[src/rtl/era_pkg.sv]
// Constants for the receive alarm, status and counter block
`default_nettype none
package era_pkg;
  // Register indices on the plain register port
  localparam logic [7:0] ADDR_RSR = 8'h00;
  localparam logic [7:0] ADDR_FEC = 8'h01;
  localparam logic [7:0] ADDR_CVC = 8'h02;
  localparam logic [7:0] ADDR_CEC = 8'h03;
  localparam logic [7:0] ADDR_RSW = 8'h04;
  localparam logic [7:0] ADDR_RSP = 8'h05;
  localparam logic [7:0] ADDR_CNTX = 8'h09;
  localparam logic [7:0] ADDR_CTRL0 = 8'h10;
  localparam logic [7:0] ADDR_CTRL1 = 8'h11;
  localparam logic [7:0] ADDR_PSEL = 8'h12;
  // Control register 0 fields
  localparam int C0_SIM = 0;
  localparam int C0_CLR = 1;
  localparam int C0_CCPY = 2;
  localparam int C0_AINT = 3;
  localparam int C0_EXTD = 4;
  localparam int C0_FRS = 5;
  localparam int C0_MFCS = 6;
  // Control register 1 fields
  localparam int C1_CRC = 0;
  localparam int C1_DFSN = 1;
  localparam int C1_ESEI = 2;
  localparam int C1_ECVE = 3;
  localparam int C1_ECE = 4;
  localparam int C1_OPT = 5;
  localparam int C1_SWD = 6;
  localparam int C1_ASY4 = 7;
  // Reset values
  localparam logic [7:0] CTRL_RESET = 8'h00;
  localparam logic [4:0] PSEL_RESET = 5'h00;
  // Timing
  localparam longint CLK_HZ = 25000000;
  localparam longint SCLK_HZ = 4096000;
  localparam longint WIN_US = 250;
  localparam longint WIN_CYC = (WIN_US * CLK_HZ) / 1000000;
  localparam longint NOS_SCLK = 4;
  localparam logic [4:0] NOS_CLK_CYC = 5'((NOS_SCLK * CLK_HZ) / SCLK_HZ);
  // Thresholds and limits
  localparam logic [2:0] LOSS_N3 = 3'h3;
  localparam logic [2:0] LOSS_N4 = 3'h4;
  localparam logic [2:0] ONES_MAX = 3'h3;
  localparam logic [2:0] ZEROS_MAX = 3'h2;
  localparam logic [1:0] MF_GOOD_NEED = 2'h2;
  localparam logic [9:0] CNT_MAX8 = 10'h0FF;
  localparam logic [9:0] CNT_MAX10 = 10'h3FF;
  localparam logic [3:0] FR_MF_START = 4'h0;
  localparam logic [3:0] FR_SI13 = 4'hD;
  localparam logic [3:0] FR_LAST = 4'hF;
  // Loss-of-sync state machine
  typedef enum logic [1:0] {ERA_SYNC, ERA_HUNT, ERA_WAIT_SW, ERA_WAIT_FAS2} era_sync_t;
endpackage : era_pkg
`default_nettype wire

[src/rtl/era_rx_alarm.sv]
// Receive alarm detection, sync status, error counters and multiframe flags
//
// The strobed register port was chosen for this implementation.
`default_nettype none
// Operation
// No-signal: three or fewer ones per window, or route clock missing.
// Alarm indication: two or fewer zeros per window, cleared when gone.
// Software ignores no-signal and alarm indication 250 us after resync.
// Sync lost after 3 or 4 bad alignment or service words, configurable.
// Resync: good alignment, service word bit 2 set, good alignment again.
// Multiframe lost with sync; regained after two clean multiframes.
// Missing route clock also sets sync lost until synchronous and signal back.
// Simulation forces no-signal, indication, sync lost until released and clear.
// Remote alarm follows service word bit 3; forced in simulation.
// Slip flag toggles per slip, and once on simulation start.
// Slip direction: zero when frame skipped, one when frame repeated.
// Parity error flag sticky until parity clear; also set in simulation.
// CRC4 alarm one in doubleframe; set on resync, cleared by two clean MFs.
// Framing error counter saturates; steps per window in simulation; clear bit.
// Code violation counter on dual rail; mode bit; steps every four bits in sim.
// Violation counter extends to ten bits, saturating at 1023.
// Submultiframe mode counts zero Si bits of frames 13 and 15.
// CRC error counter per errored submultiframe while synchronous, extendable.
// Service word reads spare bit, one, remote alarm, five national bits.
// Transmit multiframe flag set at multiframe start, cleared by write or frame 15.
// Receive multiframe flag set at start when synchronous, cleared by read or 15.
// Software polls multiframe flags faster than 2 ms, avoids frame 15.
// Alarm window counts one 250 us period and restarts after each evaluation.
module era_rx_alarm #(
  parameter longint WIN_CYCLES = era_pkg::WIN_CYC
) (
  // Clock and reset
  input wire logic CLOCK,
  input wire logic RST_N,
  // Register port
  input wire logic [7:0] ADDR,
  input wire logic [7:0] WDATA,
  input wire logic WR,
  input wire logic RD,
  output logic [7:0] RDATA,
  // Line pins, asynchronous
  input wire logic RX_ROUTE_CLK,
  input wire logic RX_BIT,
  // Receive framer events
  input wire logic FRAME_STB,
  input wire logic [3:0] FRAME_NUM,
  input wire logic FAS_OK,
  input wire logic FAS_ERR,
  input wire logic SW_STB,
  input wire logic [7:0] SW_BYTE,
  input wire logic SMF_STB,
  input wire logic SMF_CRC_BAD,
  // Line decoder, parity and slip events
  input wire logic CODE_VIOL,
  input wire logic CODE_VIOL_EXT,
  input wire logic PAR_ERR,
  input wire logic [4:0] PAR_CHANNEL,
  input wire logic SLIP_NEG,
  input wire logic SLIP_POS,
  // Transmit timing and stack access
  input wire logic TX_FRAME_STB,
  input wire logic [3:0] TX_FRAME_NUM,
  input wire logic TX_STACK_WR,
  input wire logic RX_STACK_RD,
  // Status to neighbours
  output logic IN_SYNC,
  output logic MF_ALIGNED
);
  localparam int WW = $clog2(WIN_CYCLES + 1);
  localparam logic [WW-1:0] WIN_LAST = WW'(WIN_CYCLES - 1);

  if (WIN_CYCLES < 16) begin : g_chk
    $error("WIN_CYCLES too small");
  end

  // Saturating step for 8- or 10-bit counters
  function automatic logic [9:0] sat_inc(input logic [9:0] v, input logic ext);
    logic [9:0] lim;
    lim = ext ? era_pkg::CNT_MAX10 : era_pkg::CNT_MAX8;
    sat_inc = (v >= lim) ? lim : v + 10'h001;
  endfunction : sat_inc

  logic [7:0] ctrl0_reg;
  logic [7:0] ctrl1_reg;
  logic [4:0] psel_reg;
  logic frs_pulse;
  logic mfcs_pulse;
  logic ccpy_pulse;
  logic sim;
  logic clr;
  logic crc_en;
  logic dfsn;
  logic crc_mf;
  logic rclk_s1, rclk_s2, rclk_s3;
  logic bit_s1, bit_s2;
  logic rise;
  logic [4:0] gap_cnt;
  logic clk_lost;
  logic [WW-1:0] win_cnt;
  logic win_end;
  logic [2:0] ones_cnt;
  logic [2:0] zeros_cnt;
  logic ones_low;
  logic zeros_low;
  logic [1:0] bit4_cnt;
  era_pkg::era_sync_t sync_reg;
  logic [2:0] fas_run;
  logic [2:0] sw_run;
  logic [2:0] loss_n;
  logic sw_ok;
  logic in_sync;
  logic clk_los_reg;
  logic nos_reg, ais_reg, los_reg;
  logic mf_start, fr15;
  logic mf_sync_reg;
  logic [1:0] mf_good;
  logic mf_err_seen;
  logic rra_rx_reg, rra_force_reg;
  logic remote_alarm_flag;
  logic sim_d;
  logic slp_reg, sdi_reg;
  logic rpe_reg;
  logic clr_d;
  logic clr_fall;
  logic [7:0] fec_reg;
  logic [9:0] cvc_reg;
  logic [9:0] cec_reg;
  logic si_zero;
  logic cv_ev;
  logic cec_ev;
  logic [7:0] sw_reg;
  logic si13_p, si15_p, rs13_reg, rs15_reg;
  logic tx_multiframe_flag_reg, rx_multiframe_flag_reg;
  logic [7:0] rd_mux;

  // Control decode
  assign sim = ctrl0_reg[era_pkg::C0_SIM];
  assign clr = ctrl0_reg[era_pkg::C0_CLR];
  assign crc_en = ctrl1_reg[era_pkg::C1_CRC];
  assign dfsn = ctrl1_reg[era_pkg::C1_DFSN];
  assign crc_mf = crc_en & ~dfsn;

  // Control registers and command pulses
  always_ff @(posedge CLOCK) begin
    if (!RST_N) begin
      ctrl0_reg <= era_pkg::CTRL_RESET;
      ctrl1_reg <= era_pkg::CTRL_RESET;
      psel_reg <= era_pkg::PSEL_RESET;
    end else if (WR) begin
      if (ADDR == era_pkg::ADDR_CTRL0) ctrl0_reg <= WDATA;
      if (ADDR == era_pkg::ADDR_CTRL1) ctrl1_reg <= WDATA;
      if (ADDR == era_pkg::ADDR_PSEL) psel_reg <= WDATA[4:0];
    end
  end
  assign frs_pulse = WR && ADDR == era_pkg::ADDR_CTRL0 && WDATA[era_pkg::C0_FRS];
  assign mfcs_pulse = WR && ADDR == era_pkg::ADDR_CTRL0 && WDATA[era_pkg::C0_MFCS];
  assign ccpy_pulse = WR && ADDR == era_pkg::ADDR_CTRL0 && WDATA[era_pkg::C0_CCPY];

  // Pin synchronisers and route clock edge
  always_ff @(posedge CLOCK) begin
    if (!RST_N) begin
      rclk_s1 <= 1'b0;
      rclk_s2 <= 1'b0;
      rclk_s3 <= 1'b0;
      bit_s1 <= 1'b0;
      bit_s2 <= 1'b0;
    end else begin
      rclk_s1 <= RX_ROUTE_CLK;
      rclk_s2 <= rclk_s1;
      rclk_s3 <= rclk_s2;
      bit_s1 <= RX_BIT;
      bit_s2 <= bit_s1;
    end
  end
  assign rise = rclk_s2 & ~rclk_s3;

  // Route clock gap watchdog
  always_ff @(posedge CLOCK) begin
    if (!RST_N) begin
      gap_cnt <= 5'h00;
    end else if (rise) begin
      gap_cnt <= 5'h00;
    end else if (gap_cnt < era_pkg::NOS_CLK_CYC) begin
      gap_cnt <= gap_cnt + 5'h01;
    end
  end
  assign clk_lost = gap_cnt >= era_pkg::NOS_CLK_CYC;

  // Observation window, restarted after each evaluation
  always_ff @(posedge CLOCK) begin
    if (!RST_N) win_cnt <= '0;
    else win_cnt <= win_end ? '0 : win_cnt + 1'b1;
  end
  assign win_end = win_cnt == WIN_LAST;

  // Ones and zeros per window, saturating
  always_ff @(posedge CLOCK) begin
    if (!RST_N) begin
      ones_cnt <= 3'h0;
      zeros_cnt <= 3'h0;
      ones_low <= 1'b0;
      zeros_low <= 1'b0;
    end else if (win_end) begin
      ones_low <= ones_cnt <= era_pkg::ONES_MAX;
      zeros_low <= zeros_cnt <= era_pkg::ZEROS_MAX;
      ones_cnt <= {2'b00, rise & bit_s2};
      zeros_cnt <= {2'b00, rise & ~bit_s2};
    end else if (rise) begin
      if (bit_s2 && !ones_cnt[2]) ones_cnt <= ones_cnt + 3'h1;
      if (!bit_s2 && !zeros_cnt[2]) zeros_cnt <= zeros_cnt + 3'h1;
    end
  end

  // Received bit counter for simulated violations
  always_ff @(posedge CLOCK) begin
    if (!RST_N) bit4_cnt <= 2'h0;
    else if (rise) bit4_cnt <= bit4_cnt + 2'h1;
  end

  // Loss and regain of pulseframe synchronisation
  assign loss_n = ctrl1_reg[era_pkg::C1_ASY4] ? era_pkg::LOSS_N4 : era_pkg::LOSS_N3;
  assign sw_ok = SW_BYTE[6];
  always_ff @(posedge CLOCK) begin
    if (!RST_N) begin
      sync_reg <= era_pkg::ERA_HUNT;
      fas_run <= 3'h0;
      sw_run <= 3'h0;
    end else if (frs_pulse) begin
      sync_reg <= era_pkg::ERA_HUNT;
      fas_run <= 3'h0;
      sw_run <= 3'h0;
    end else begin
      unique case (sync_reg)
        era_pkg::ERA_SYNC: begin
          if (FAS_ERR) fas_run <= fas_run + 3'h1;
          else if (FAS_OK) fas_run <= 3'h0;
          if (SW_STB && !ctrl1_reg[era_pkg::C1_SWD]) begin
            sw_run <= sw_ok ? 3'h0 : sw_run + 3'h1;
          end
          if ((FAS_ERR && fas_run + 3'h1 >= loss_n) ||
              (SW_STB && !sw_ok && !ctrl1_reg[era_pkg::C1_SWD] &&
               sw_run + 3'h1 >= loss_n)) begin
            sync_reg <= era_pkg::ERA_HUNT;
            fas_run <= 3'h0;
            sw_run <= 3'h0;
          end
        end
        era_pkg::ERA_HUNT: begin
          if (FAS_OK) sync_reg <= era_pkg::ERA_WAIT_SW;
        end
        era_pkg::ERA_WAIT_SW: begin
          if (SW_STB) sync_reg <= sw_ok ? era_pkg::ERA_WAIT_FAS2 : era_pkg::ERA_HUNT;
        end
        era_pkg::ERA_WAIT_FAS2: begin
          if (FAS_OK) sync_reg <= era_pkg::ERA_SYNC;
          else if (FAS_ERR) sync_reg <= era_pkg::ERA_HUNT;
        end
      endcase
    end
  end
  assign in_sync = sync_reg == era_pkg::ERA_SYNC;

  // Route clock loss latch
  always_ff @(posedge CLOCK) begin
    if (!RST_N) clk_los_reg <= 1'b0;
    else if (clk_lost) clk_los_reg <= 1'b1;
    else if (in_sync && !ones_low) clk_los_reg <= 1'b0;
  end

  // Alarm flags, forced while simulating
  always_ff @(posedge CLOCK) begin
    if (!RST_N) begin
      nos_reg <= 1'b0;
      ais_reg <= 1'b0;
      los_reg <= 1'b1;
    end else begin
      nos_reg <= sim | ones_low | clk_lost;
      ais_reg <= sim | zeros_low;
      los_reg <= sim | ~in_sync | clk_los_reg;
    end
  end

  // Multiframe alignment
  assign mf_start = FRAME_STB && FRAME_NUM == era_pkg::FR_MF_START;
  assign fr15 = FRAME_STB && FRAME_NUM == era_pkg::FR_LAST;
  always_ff @(posedge CLOCK) begin
    if (!RST_N) begin
      mf_sync_reg <= 1'b0;
      mf_good <= 2'h0;
      mf_err_seen <= 1'b0;
    end else if (!in_sync || frs_pulse || mfcs_pulse) begin
      mf_sync_reg <= 1'b0;
      mf_good <= 2'h0;
      mf_err_seen <= 1'b0;
    end else if (mf_start) begin
      mf_err_seen <= 1'b0;
      if (mf_err_seen) begin
        mf_good <= 2'h0;
      end else if (mf_good != era_pkg::MF_GOOD_NEED) begin
        mf_good <= mf_good + 2'h1;
        if (mf_good + 2'h1 == era_pkg::MF_GOOD_NEED) mf_sync_reg <= 1'b1;
      end
    end else if (FAS_ERR) begin
      mf_err_seen <= 1'b1;
    end
  end

  // Remote alarm, forced while simulating
  always_ff @(posedge CLOCK) begin
    if (!RST_N) begin
      rra_rx_reg <= 1'b0;
      rra_force_reg <= 1'b0;
    end else begin
      if (SW_STB) rra_rx_reg <= SW_BYTE[5];
      if (sim) rra_force_reg <= 1'b1;
      else if (!ctrl0_reg[era_pkg::C0_AINT]) rra_force_reg <= 1'b0;
    end
  end
  assign remote_alarm_flag = rra_rx_reg | rra_force_reg;

  // Slip toggle and direction
  always_ff @(posedge CLOCK) begin
    if (!RST_N) begin
      sim_d <= 1'b0;
      slp_reg <= 1'b0;
      sdi_reg <= 1'b0;
    end else begin
      sim_d <= sim;
      if (SLIP_NEG || SLIP_POS || (sim && !sim_d)) slp_reg <= ~slp_reg;
      if (SLIP_NEG || SLIP_POS) sdi_reg <= SLIP_POS;
    end
  end

  // Sticky parity error; a new error wins over the clear
  always_ff @(posedge CLOCK) begin
    if (!RST_N) rpe_reg <= 1'b0;
    else if ((PAR_ERR && PAR_CHANNEL == psel_reg) || sim) rpe_reg <= 1'b1;
    else if (ccpy_pulse) rpe_reg <= 1'b0;
  end

  // Counter clear release detection
  always_ff @(posedge CLOCK) begin
    if (!RST_N) clr_d <= 1'b0;
    else clr_d <= clr;
  end
  assign clr_fall = clr_d & ~clr;

  // Framing error counter
  always_ff @(posedge CLOCK) begin
    if (!RST_N) fec_reg <= 8'h00;
    else if (clr_fall) fec_reg <= 8'h00;
    else if (!clr && (sim ? win_end : (FAS_ERR && in_sync))) begin
      fec_reg <= 8'(sat_inc({2'b00, fec_reg}, 1'b0));
    end
  end

  // Violation counter source selection
  assign si_zero = SW_STB && !SW_BYTE[7] &&
                   (FRAME_NUM == era_pkg::FR_SI13 || FRAME_NUM == era_pkg::FR_LAST);
  always_comb begin
    if (sim) cv_ev = rise && bit4_cnt == 2'h3;
    else if (ctrl1_reg[era_pkg::C1_ESEI]) cv_ev = crc_mf & si_zero;
    else if (ctrl1_reg[era_pkg::C1_OPT]) cv_ev = 1'b0;
    else cv_ev = ctrl0_reg[era_pkg::C0_EXTD] ? CODE_VIOL_EXT : CODE_VIOL;
  end
  assign cec_ev = crc_mf & SMF_STB & (sim | (SMF_CRC_BAD & in_sync));

  // Violation and CRC error counters
  always_ff @(posedge CLOCK) begin
    if (!RST_N) begin
      cvc_reg <= 10'h000;
      cec_reg <= 10'h000;
    end else if (clr_fall) begin
      cvc_reg <= 10'h000;
      cec_reg <= 10'h000;
    end else if (!clr) begin
      if (cv_ev) cvc_reg <= sat_inc(cvc_reg, ctrl1_reg[era_pkg::C1_ECVE]);
      if (cec_ev) cec_reg <= sat_inc(cec_reg, ctrl1_reg[era_pkg::C1_ECE]);
    end
  end

  // Service word and spare bits of frames 13 and 15
  always_ff @(posedge CLOCK) begin
    if (!RST_N) begin
      sw_reg <= 8'h00;
      si13_p <= 1'b0;
      si15_p <= 1'b0;
      rs13_reg <= 1'b0;
      rs15_reg <= 1'b0;
    end else begin
      if (SW_STB) sw_reg <= SW_BYTE;
      if (SW_STB && FRAME_NUM == era_pkg::FR_SI13) si13_p <= SW_BYTE[7];
      if (SW_STB && FRAME_NUM == era_pkg::FR_LAST) si15_p <= SW_BYTE[7];
      if (mf_start && crc_mf) begin
        rs13_reg <= si13_p;
        rs15_reg <= si15_p;
      end else if (!crc_mf) begin
        rs13_reg <= 1'b0;
        rs15_reg <= 1'b0;
      end
    end
  end

  // Multiframe flags; held clear with CRC off, otherwise setting wins over clearing
  always_ff @(posedge CLOCK) begin
    if (!RST_N) begin
      tx_multiframe_flag_reg <= 1'b0;
      rx_multiframe_flag_reg <= 1'b0;
    end else begin
      if (!crc_en) tx_multiframe_flag_reg <= 1'b0;
      else if (TX_FRAME_STB && TX_FRAME_NUM == era_pkg::FR_MF_START) tx_multiframe_flag_reg <= 1'b1;
      else if (TX_STACK_WR || (TX_FRAME_STB && TX_FRAME_NUM == era_pkg::FR_LAST && !dfsn)) begin
        tx_multiframe_flag_reg <= 1'b0;
      end
      if (!crc_en) rx_multiframe_flag_reg <= 1'b0;
      else if (mf_start && (dfsn ? in_sync : mf_sync_reg)) rx_multiframe_flag_reg <= 1'b1;
      else if (RX_STACK_RD || (fr15 && !dfsn)) rx_multiframe_flag_reg <= 1'b0;
    end
  end

  // Read multiplexer
  always_comb begin
    unique case (ADDR)
      era_pkg::ADDR_RSR: rd_mux = {nos_reg, ais_reg, los_reg, remote_alarm_flag, slp_reg, rpe_reg,
                                   ~crc_mf | ~mf_sync_reg, sdi_reg};
      era_pkg::ADDR_FEC: rd_mux = fec_reg;
      era_pkg::ADDR_CVC: rd_mux = cvc_reg[7:0];
      era_pkg::ADDR_CEC: rd_mux = cec_reg[7:0];
      era_pkg::ADDR_RSW: rd_mux = {crc_en | sw_reg[7], 1'b1, remote_alarm_flag, sw_reg[4:0]};
      era_pkg::ADDR_RSP: rd_mux = {tx_multiframe_flag_reg, rx_multiframe_flag_reg, 4'h0, rs13_reg, rs15_reg};
      era_pkg::ADDR_CNTX: rd_mux = {4'h0, cec_reg[9:8], cvc_reg[9:8]};
      era_pkg::ADDR_CTRL0: rd_mux = {1'b0, 1'b0, 1'b0, ctrl0_reg[4:3], 1'b0, ctrl0_reg[1:0]};
      era_pkg::ADDR_CTRL1: rd_mux = ctrl1_reg;
      era_pkg::ADDR_PSEL: rd_mux = {3'h0, psel_reg};
      default: rd_mux = 8'h00;
    endcase
  end

  // Read data one cycle after strobe
  always_ff @(posedge CLOCK) begin
    if (!RST_N) RDATA <= 8'h00;
    else RDATA <= RD ? rd_mux : 8'h00;
  end

  assign IN_SYNC = in_sync;
  assign MF_ALIGNED = mf_sync_reg;
endmodule : era_rx_alarm
`default_nettype wire

[config.mk]
export PLATFORM = sky130hd
export DESIGN_NAME = era_rx_alarm
export DESIGN_NICKNAME = d
export VERILOG_FILES = /design/src/rtl/era_pkg.sv /design/src/rtl/era_rx_alarm.sv
export SDC_FILE = /design/constraint.sdc
export NUM_CORES = 1
export LEC_CHECK = 0
export ABC_AREA = 1
export ABC_CLOCK_PERIOD_IN_PS = 2200
export BUFFER_PORTS_ARGS = -buffer_cell sky130_fd_sc_hd__buf_4
export CORE_MARGIN = 1
export CORE_UTILIZATION = 60
export CTS_BUF_LIST = sky130_fd_sc_hd__clkbuf_16
export CTS_CLUSTER_SIZE = 8
export DETAILED_ROUTE_END_ITERATION = 8
export HOLD_SLACK_MARGIN = 0.05
export PLACE_DENSITY = 0.81
export SYNTH_ARGS = -nofsm -noshare
export SYNTH_HDL_FRONTEND = slang
export SYNTH_SLANG_ARGS = --single-unit
[constraint.sdc]
create_clock -name CLOCK -period 2.2 [get_ports CLOCK]
set_input_delay 0.11 -clock CLOCK [delete_from_list [all_inputs] [get_ports CLOCK]]
set_output_delay 0.11 -clock CLOCK [all_outputs]
set_load 0.01 [all_outputs]
==> results of run 1 <==
## synthesized netlist by cell type, types with 2 or more instances
library cell    n
a211oi_1        2
a21oi_1        81
a31oi_1         4
buf_2           7
buf_4           2
buf_6           5
clkbuf_1        3
dfxtp_1       121
ha_1           26
inv_1         126
inv_2           9
nand2_1       233
nand2_2        16
nand2_4         3
nand3_1        94
nand3_2         2
nand3b_1        7
nand4_1        14
nor2_1        125
nor2_2          7
nor2_4          7
nor3_1         13
nor4_1          2
o211ai_1        4
o21ai_0        54
o21ai_1         8
o21bai_1        3
o22ai_1         2
or2_2           5
xnor2_1         6
xor2_1          8
## kinds of logic (layout without fill, tap and decap cells)
family          after synthesis  after routing  synth area share [%]
compound gates              162            162                  12.8
xor+xnor                     14             14                  1.82
fa+ha+maj                    26             26                  4.83
buf+inv                     154            274                  9.39
flops                       121            121                  36.0
simple gates                530            530                  35.1
## power groups by stage
stage               Sequential (mW)  Combinational, mW  Clock (mW)
floorplan                      2.38              0.447           0
global placement               2.40              0.637           0
detailed placement             2.41              0.650           0
CTS                            2.36              0.705        2.58
global route                   2.37              0.799        2.67
finish                         2.36              0.714        2.55
## area by class of cell
class                   instances  area [um^2]
inverters                     136          510
clock inverters                15          120
fillers                       888         2680
flip-flops and latches        121         2420
repair buffers                106          881
well taps                     140          175
clock buffers                  17          425
multi-input cells             732         3670
## critical path, cell delays in order (launching register included)
cell and delay (ns):
dfxtp_1 0.38, ha_1 0.18, xor2_1 0.20, ha_1 0.29, a21oi_1 0.16, nand3_1 0.08, nand2_1 0.16, nand2_1 0.15
o21ai_0 0.17, nand2_1 0.06
## final timing paths
kind / start / end / slack (ns) / cells after the start
worst max-delay path: fas_run[0]$_SDFFE_PP0P_ / sync_reg[0]$_SDFFE_PP1P_ / 0.26 / 9
worst min-delay path: FRAME_STB / mf_err_seen$_SDFFE_PP0P_ / 0.05 / 4
worst max register to register: fas_run[0]$_SDFFE_PP0P_ / sync_reg[0]$_SDFFE_PP1P_ / 0.26 / 9
worst min register to register: rclk_s1$_SDFF_PN0_ / rclk_s2$_SDFF_PN0_ / 0.43 / 2
## through the flow
step,hold slack [ns],worst slack [ns]
global route,0.0875,0.0886
global placement,0.296,0.388
CTS,0.0512,0.282
detailed placement,0.297,0.286
finish,0.0548,0.264
floorplan,0.208,0.489
## repair_timing
action,CTS,global route
buffers inserted,0,0
endpoints found under the hold margin,39,0
hold buffers,34,0
## routing by layer
layer	routed length, um	share of wire, %	vias to the layer above
li1	-	-	3478
met5	0	0	-
met2	8330	48	209
met1	7550	43	3031
met3	1070	6.1	44
met4	519	3.0	0
==> results.py, run 1 <==
metrics = {
    "floorplan": {
        "die_x_um": 108,
        "core_mm2": 0.0109,
        "rows": 38,
        "chipHeight_um": 108,
        "die_area_mm2": 0.0116,
        "floorplan.initialDensity_pct": 61.8,
        "ios": 67,
    },
    "place": {
        "placed_area_mm2": 0.00732,
        "port_buffers": 66,
        "dpl.cell_count": 1201,
        "dp_hpwl_um": 12400,
        "routabilityCongestion": 0.937,
    },
    "global_route": {
        "grt_first_pass_wirelength_um": 28600,
        "grt_start_max_net_pins": 29,
        "track_usage_pct": 31.7,
        "grt_antenna_before_repair": 0,
        "grt_util_met3_pct": 7.87,
        "grt_pass1_vias": 6418,
        "grt_util_met2_pct": 55.6,
        "grt.met1_usage_pct": 36.4,
        "top_usage_layer": "met2",
        "grt_overflow": 0,
    },
    "route": {
        "wirelength_um": 17500,
        "drc": 0,
        "drtAntennaViolNets": 0,
        "dr.pass1.iters": 7,
        "vias": 6762,
        "routedWlPerCell_um": 13.8,
        "vias_per_cell": 5.34,
        "drtIter0Drc": 361,
    },
    "synthesis": {
        "synthFlopType": "dfxtp_1",
        "synth_area_mm2": 0.00673,
        "syn_nets": 1090,
        "synth.distinct_cells": 39,
        "async_flop_share_pct": 0,
        "syn_area_per_cell_um2": 6.68,
        "ys_ff_latch": 121,
        "synthCells": 1007,
        "synth_area_leaders": "dfxtp_1 36%, nand2_1 13%, inv_1 7.0%",
        "synth.top_cell.area_share_pct": 36.0,
        "ys_warn_count": 0,
        "yosysTopAreaCell": "dfxtp_1",
        "synth-edff-count": 0,
        "ys_seq_area_share_pct": 36.0,
    },
    "critical_path": {
        "path_max_fanout": 6,
        "worstPathArrival_ns": 2.25,
        "required_ns": 2.51,
        "start_kind": "register",
        "worstSetupPathType": "register to register",
        "crit_path_end_kind": "register",
    },
    "timing": {
        "skew_ns": 0.0100,
        "rsz0062_at_grt": "no",
        "slew_violations": 0,
        "period_minus_slack_ns": 1.94,
        "fmax_ghz": 0.516,
        "maxSlewHeadroom_pct": 59.8,
        "finalSetupTns_ns": 0,
        "worst_slew_pin_slew_ns": 0.602,
        "final_hold_viol_count": 0,
        "finalCritPeriodShare_pct": 88.0,
        "finalSetupViolations": 0,
    },
    "pwr": {
        "cellPowerDensity_mw_per_mm2": 685,
        "switching_share_pct": 28.2,
        "totalPowerFinal_mw": 5.62,
        "p_switching_mw": 1.58,
        "p_int_mw": 4.04,
        "combinationalPowerShare_pct": 12.7,
        "seqPwrFrac_pct": 42.0,
        "p_leak_nw": 3.61,
        "p_clk_share_pct": 45.3,
        "peakVddDrop_mv": 0.742,
    },
    "run_status": {
        "status": "complete, no violations",
    },
    "clock_tree": {
        "clk_path_buf_depth": 2,
        "htreeDepth": 4,
        "cts_resized": 0,
        "cts_tree": "yes",
        "clock_sinks": 121,
        "cts_root_buf": "clkbuf_16",
        "clkTransAtPathRegs_ns": 0.06,
        "cts_buffers": 17,
        "clock_latency_ns": 0.43,
    },
    "worst_hold_path": {
        "hold_class": "input pin to register",
    },
    "cells_and_area": {
        "largest_register_ffs": 13,
        "utilization_pct": 75.4,
        "area_growth_pct": 22.0,
        "fin_nets": 1197,
        "fin_cells": 1267,
        "postLayoutCellArea_mm2": 0.00821,
        "n_antenna_cell": 0,
        "drive_above_1_share_pct": 13.8,
        "mostFrequentLayoutCell": "nand2_1",
        "most-common-layout-cells": "233 x nand2_1, 126 x inv_1, 125 x nor2_1",
    },
    "flow_run": {
        "cap_violations": 0,
    },
}
No activity file was read; power rests on OpenSTA's default activity.
==> inputs of run 2 (changes only) <==
CTS_BUF_LIST = sky130_fd_sc_hd__clkbuf_4   (was sky130_fd_sc_hd__clkbuf_16)
==> run 2 against run 1 <==
Against the previous run: register-to-register slack worse by 0.02 ns; fmax down 1.1%; non-clock buffer count up 23; design area down 0.82%; worst setup slack worse by 0.021 ns; count of clock-buffer cells in the layout unchanged; sequential power about the same; sequential share of layout area up 0.24 points; critical path type is now input pin to register.
==> results.py, run 2 (synthesis gave the netlist of run 1 again) <==
metrics = {
    "timing": {
        "finalCritPeriodShare_pct": 89.0,
        "rsz0062_at_grt": "no",
        "worst_slew_pin_slew_ns": 0.601,
        "skew_ns": 0.0226,
        "fmax_ghz": 0.511,
        "period_minus_slack_ns": 1.96,
        "finalSetupTns_ns": 0,
        "holdWs_ns": 0.105,
        "finalSetupViolations": 0,
        "final_hold_viol_count": 0,
        "maxSlewHeadroom_pct": 59.9,
        "slew_violations": 0,
    },
    "global_route": {
        "grt_antenna_before_repair": 0,
        "grt_start_max_net_pins": 29,
        "grt_overflow": 0,
        "track_usage_pct": 32.6,
        "grt_first_pass_wirelength_um": 29400,
        "grt_pass1_vias": 6564,
    },
    "cells_and_area": {
        "area_growth_pct": 21.0,
        "utilization_pct": 74.8,
        "mostFrequentLayoutCell": "nand2_1",
        "n_antenna_cell": 0,
        "fill_cells": 888,
        "most-common-layout-cells": "233 x nand2_1, 126 x inv_1, 125 x nor2_1",
        "largest_register_ffs": 13,
        "fin_nets": 1220,
        "drive_above_1_share_pct": 13.5,
    },
    "critical_path": {
        "worstPathArrival_ns": 2.42,
        "crit_path_end_kind": "register",
        "crit_chain": "dlygate4sd3_1 -> buf_4 -> inv_1 -> nor2_4 -> nand2_1 -> dlygate4sd3_1 -> nand2_1 -> a21oi_1 -> dlygate4sd3_1",
        "start_kind": "input pin",
        "max_stage_delay_ns": 0.56,
        "path_max_fanout": 6,
        "required_ns": 2.67,
        "crit_path_frequent_cell": "dlygate4sd3_1",
        "worstSetupPathType": "input pin to register",
        "slowest_stage": "dlygate4sd3_1",
    },
    "route": {
        "drtIter0Drc": 482,
        "vias": 6930,
        "dr.pass1.iters": 5,
        "routedWlPerCell_um": 13.9,
        "vias_per_cell": 5.37,
        "wirelength_um": 17900,
        "drtAntennaViolNets": 0,
        "drc": 0,
    },
    "pwr": {
        "cellPowerDensity_mw_per_mm2": 556,
        "p_leak_nw": 3.58,
        "peakVddDrop_mv": 0.569,
    },
    "clock_tree": {
        "cts_buffers": 17,
        "cts_resized": 0,
        "cts_tree": "yes",
        "clk_path_buf_depth": 2,
        "htreeDepth": 4,
        "clkTransAtPathRegs_ns": 0.12,
        "cts_root_buf": "clkbuf_4",
        "clock_latency_ns": 0.58,
        "clock_sinks": 121,
    },
    "place": {
        "port_buffers": 66,
        "dp_hpwl_um": 12400,
        "routabilityCongestion": 0.937,
    },
    "floorplan": {
        "rows": 38,
        "core_mm2": 0.0109,
        "floorplan.initialDensity_pct": 61.8,
        "die_x_um": 108,
        "chipHeight_um": 108,
        "die_area_mm2": 0.0116,
        "ios": 67,
    },
    "worst_hold_path": {
        "hold_class": "input pin to register",
    },
    "run_status": {
        "status": "complete, no violations",
    },
    "flow_run": {
        "cap_violations": 0,
    },
}
-- run 2: final cells by class --
cell class / count / area (um^2) / share of cell area [%]
Multi-Input combinational cell: 732 / 3670 / 45.1
Sequential cell: 121 / 2420 / 29.8
Timing Repair Buffer: 129 / 1110 / 13.6
Inverter: 136 / 510 / 6.27
Tap cell: 140 / 175 / 2.15
Clock buffer: 17 / 128 / 1.57
Clock inverter: 15 / 120 / 1.48
-- run 2: layer usage --
layer  track usage (%)  vias to the layer above  share of wire (%)  wire (um)
li1                  -                     3523                  -          -
met5                 0                        -                  0          0
met3              6.36                       50                6.8       1220
met2              57.2                      261                 48       8570
met4              15.6                        0                3.4        609
met1              38.1                     3096                 42       7510
-- run 2: stage by stage --
stage	setup WS [ns]	power, mW	cell area, um^2	std cells
after detailed placement	0.286	3.06	7320	1201
after CTS	0.267	4.53	8140	1290
after floorplan	0.489	2.83	6730	1007
final	0.243	4.53	8140	1290
after global routing	0.0712	4.74	8140	1290
after global placement	0.388	3.04	7320	1201
-- run 2: power breakdown --
part           switching (mW)  total [mW]  internal, mW
combinational           0.418       0.739         0.321
sequential             0.0845        2.36          2.27
clock                   0.961        1.43         0.467
total                    1.46        4.53          3.06
-- run 2: repair_timing --
item | CTS | global route
endpoints found under the hold margin | 65 | 0
setup buffers | 0 | 0
hold buffers | 57 | 0
-- run 2: critical path: cells and delay by family --
kind / cells / cell delay [ns]
buffers and inverters: 5 / 1.92
and+or+nand+nor: 3 / 0.31
AOI/OAI and AO/OA: 1 / 0.07
-- run 2: final timing paths --
kind	start	endpoint	slack (ns)	cells past startpoint
max reg2reg	fas_run[0]$_SDFFE_PP0P_	sync_reg[0]$_SDFFE_PP1P_	0.24	9
min reg2reg	rclk_s1$_SDFF_PN0_	rclk_s2$_SDFF_PN0_	0.44	2
max	WR	rpe_reg$_SDFFE_PN0P_	0.24	9
min	FRAME_NUM[2]	rs15_reg$_SDFFE_PN0P_	0.10	7
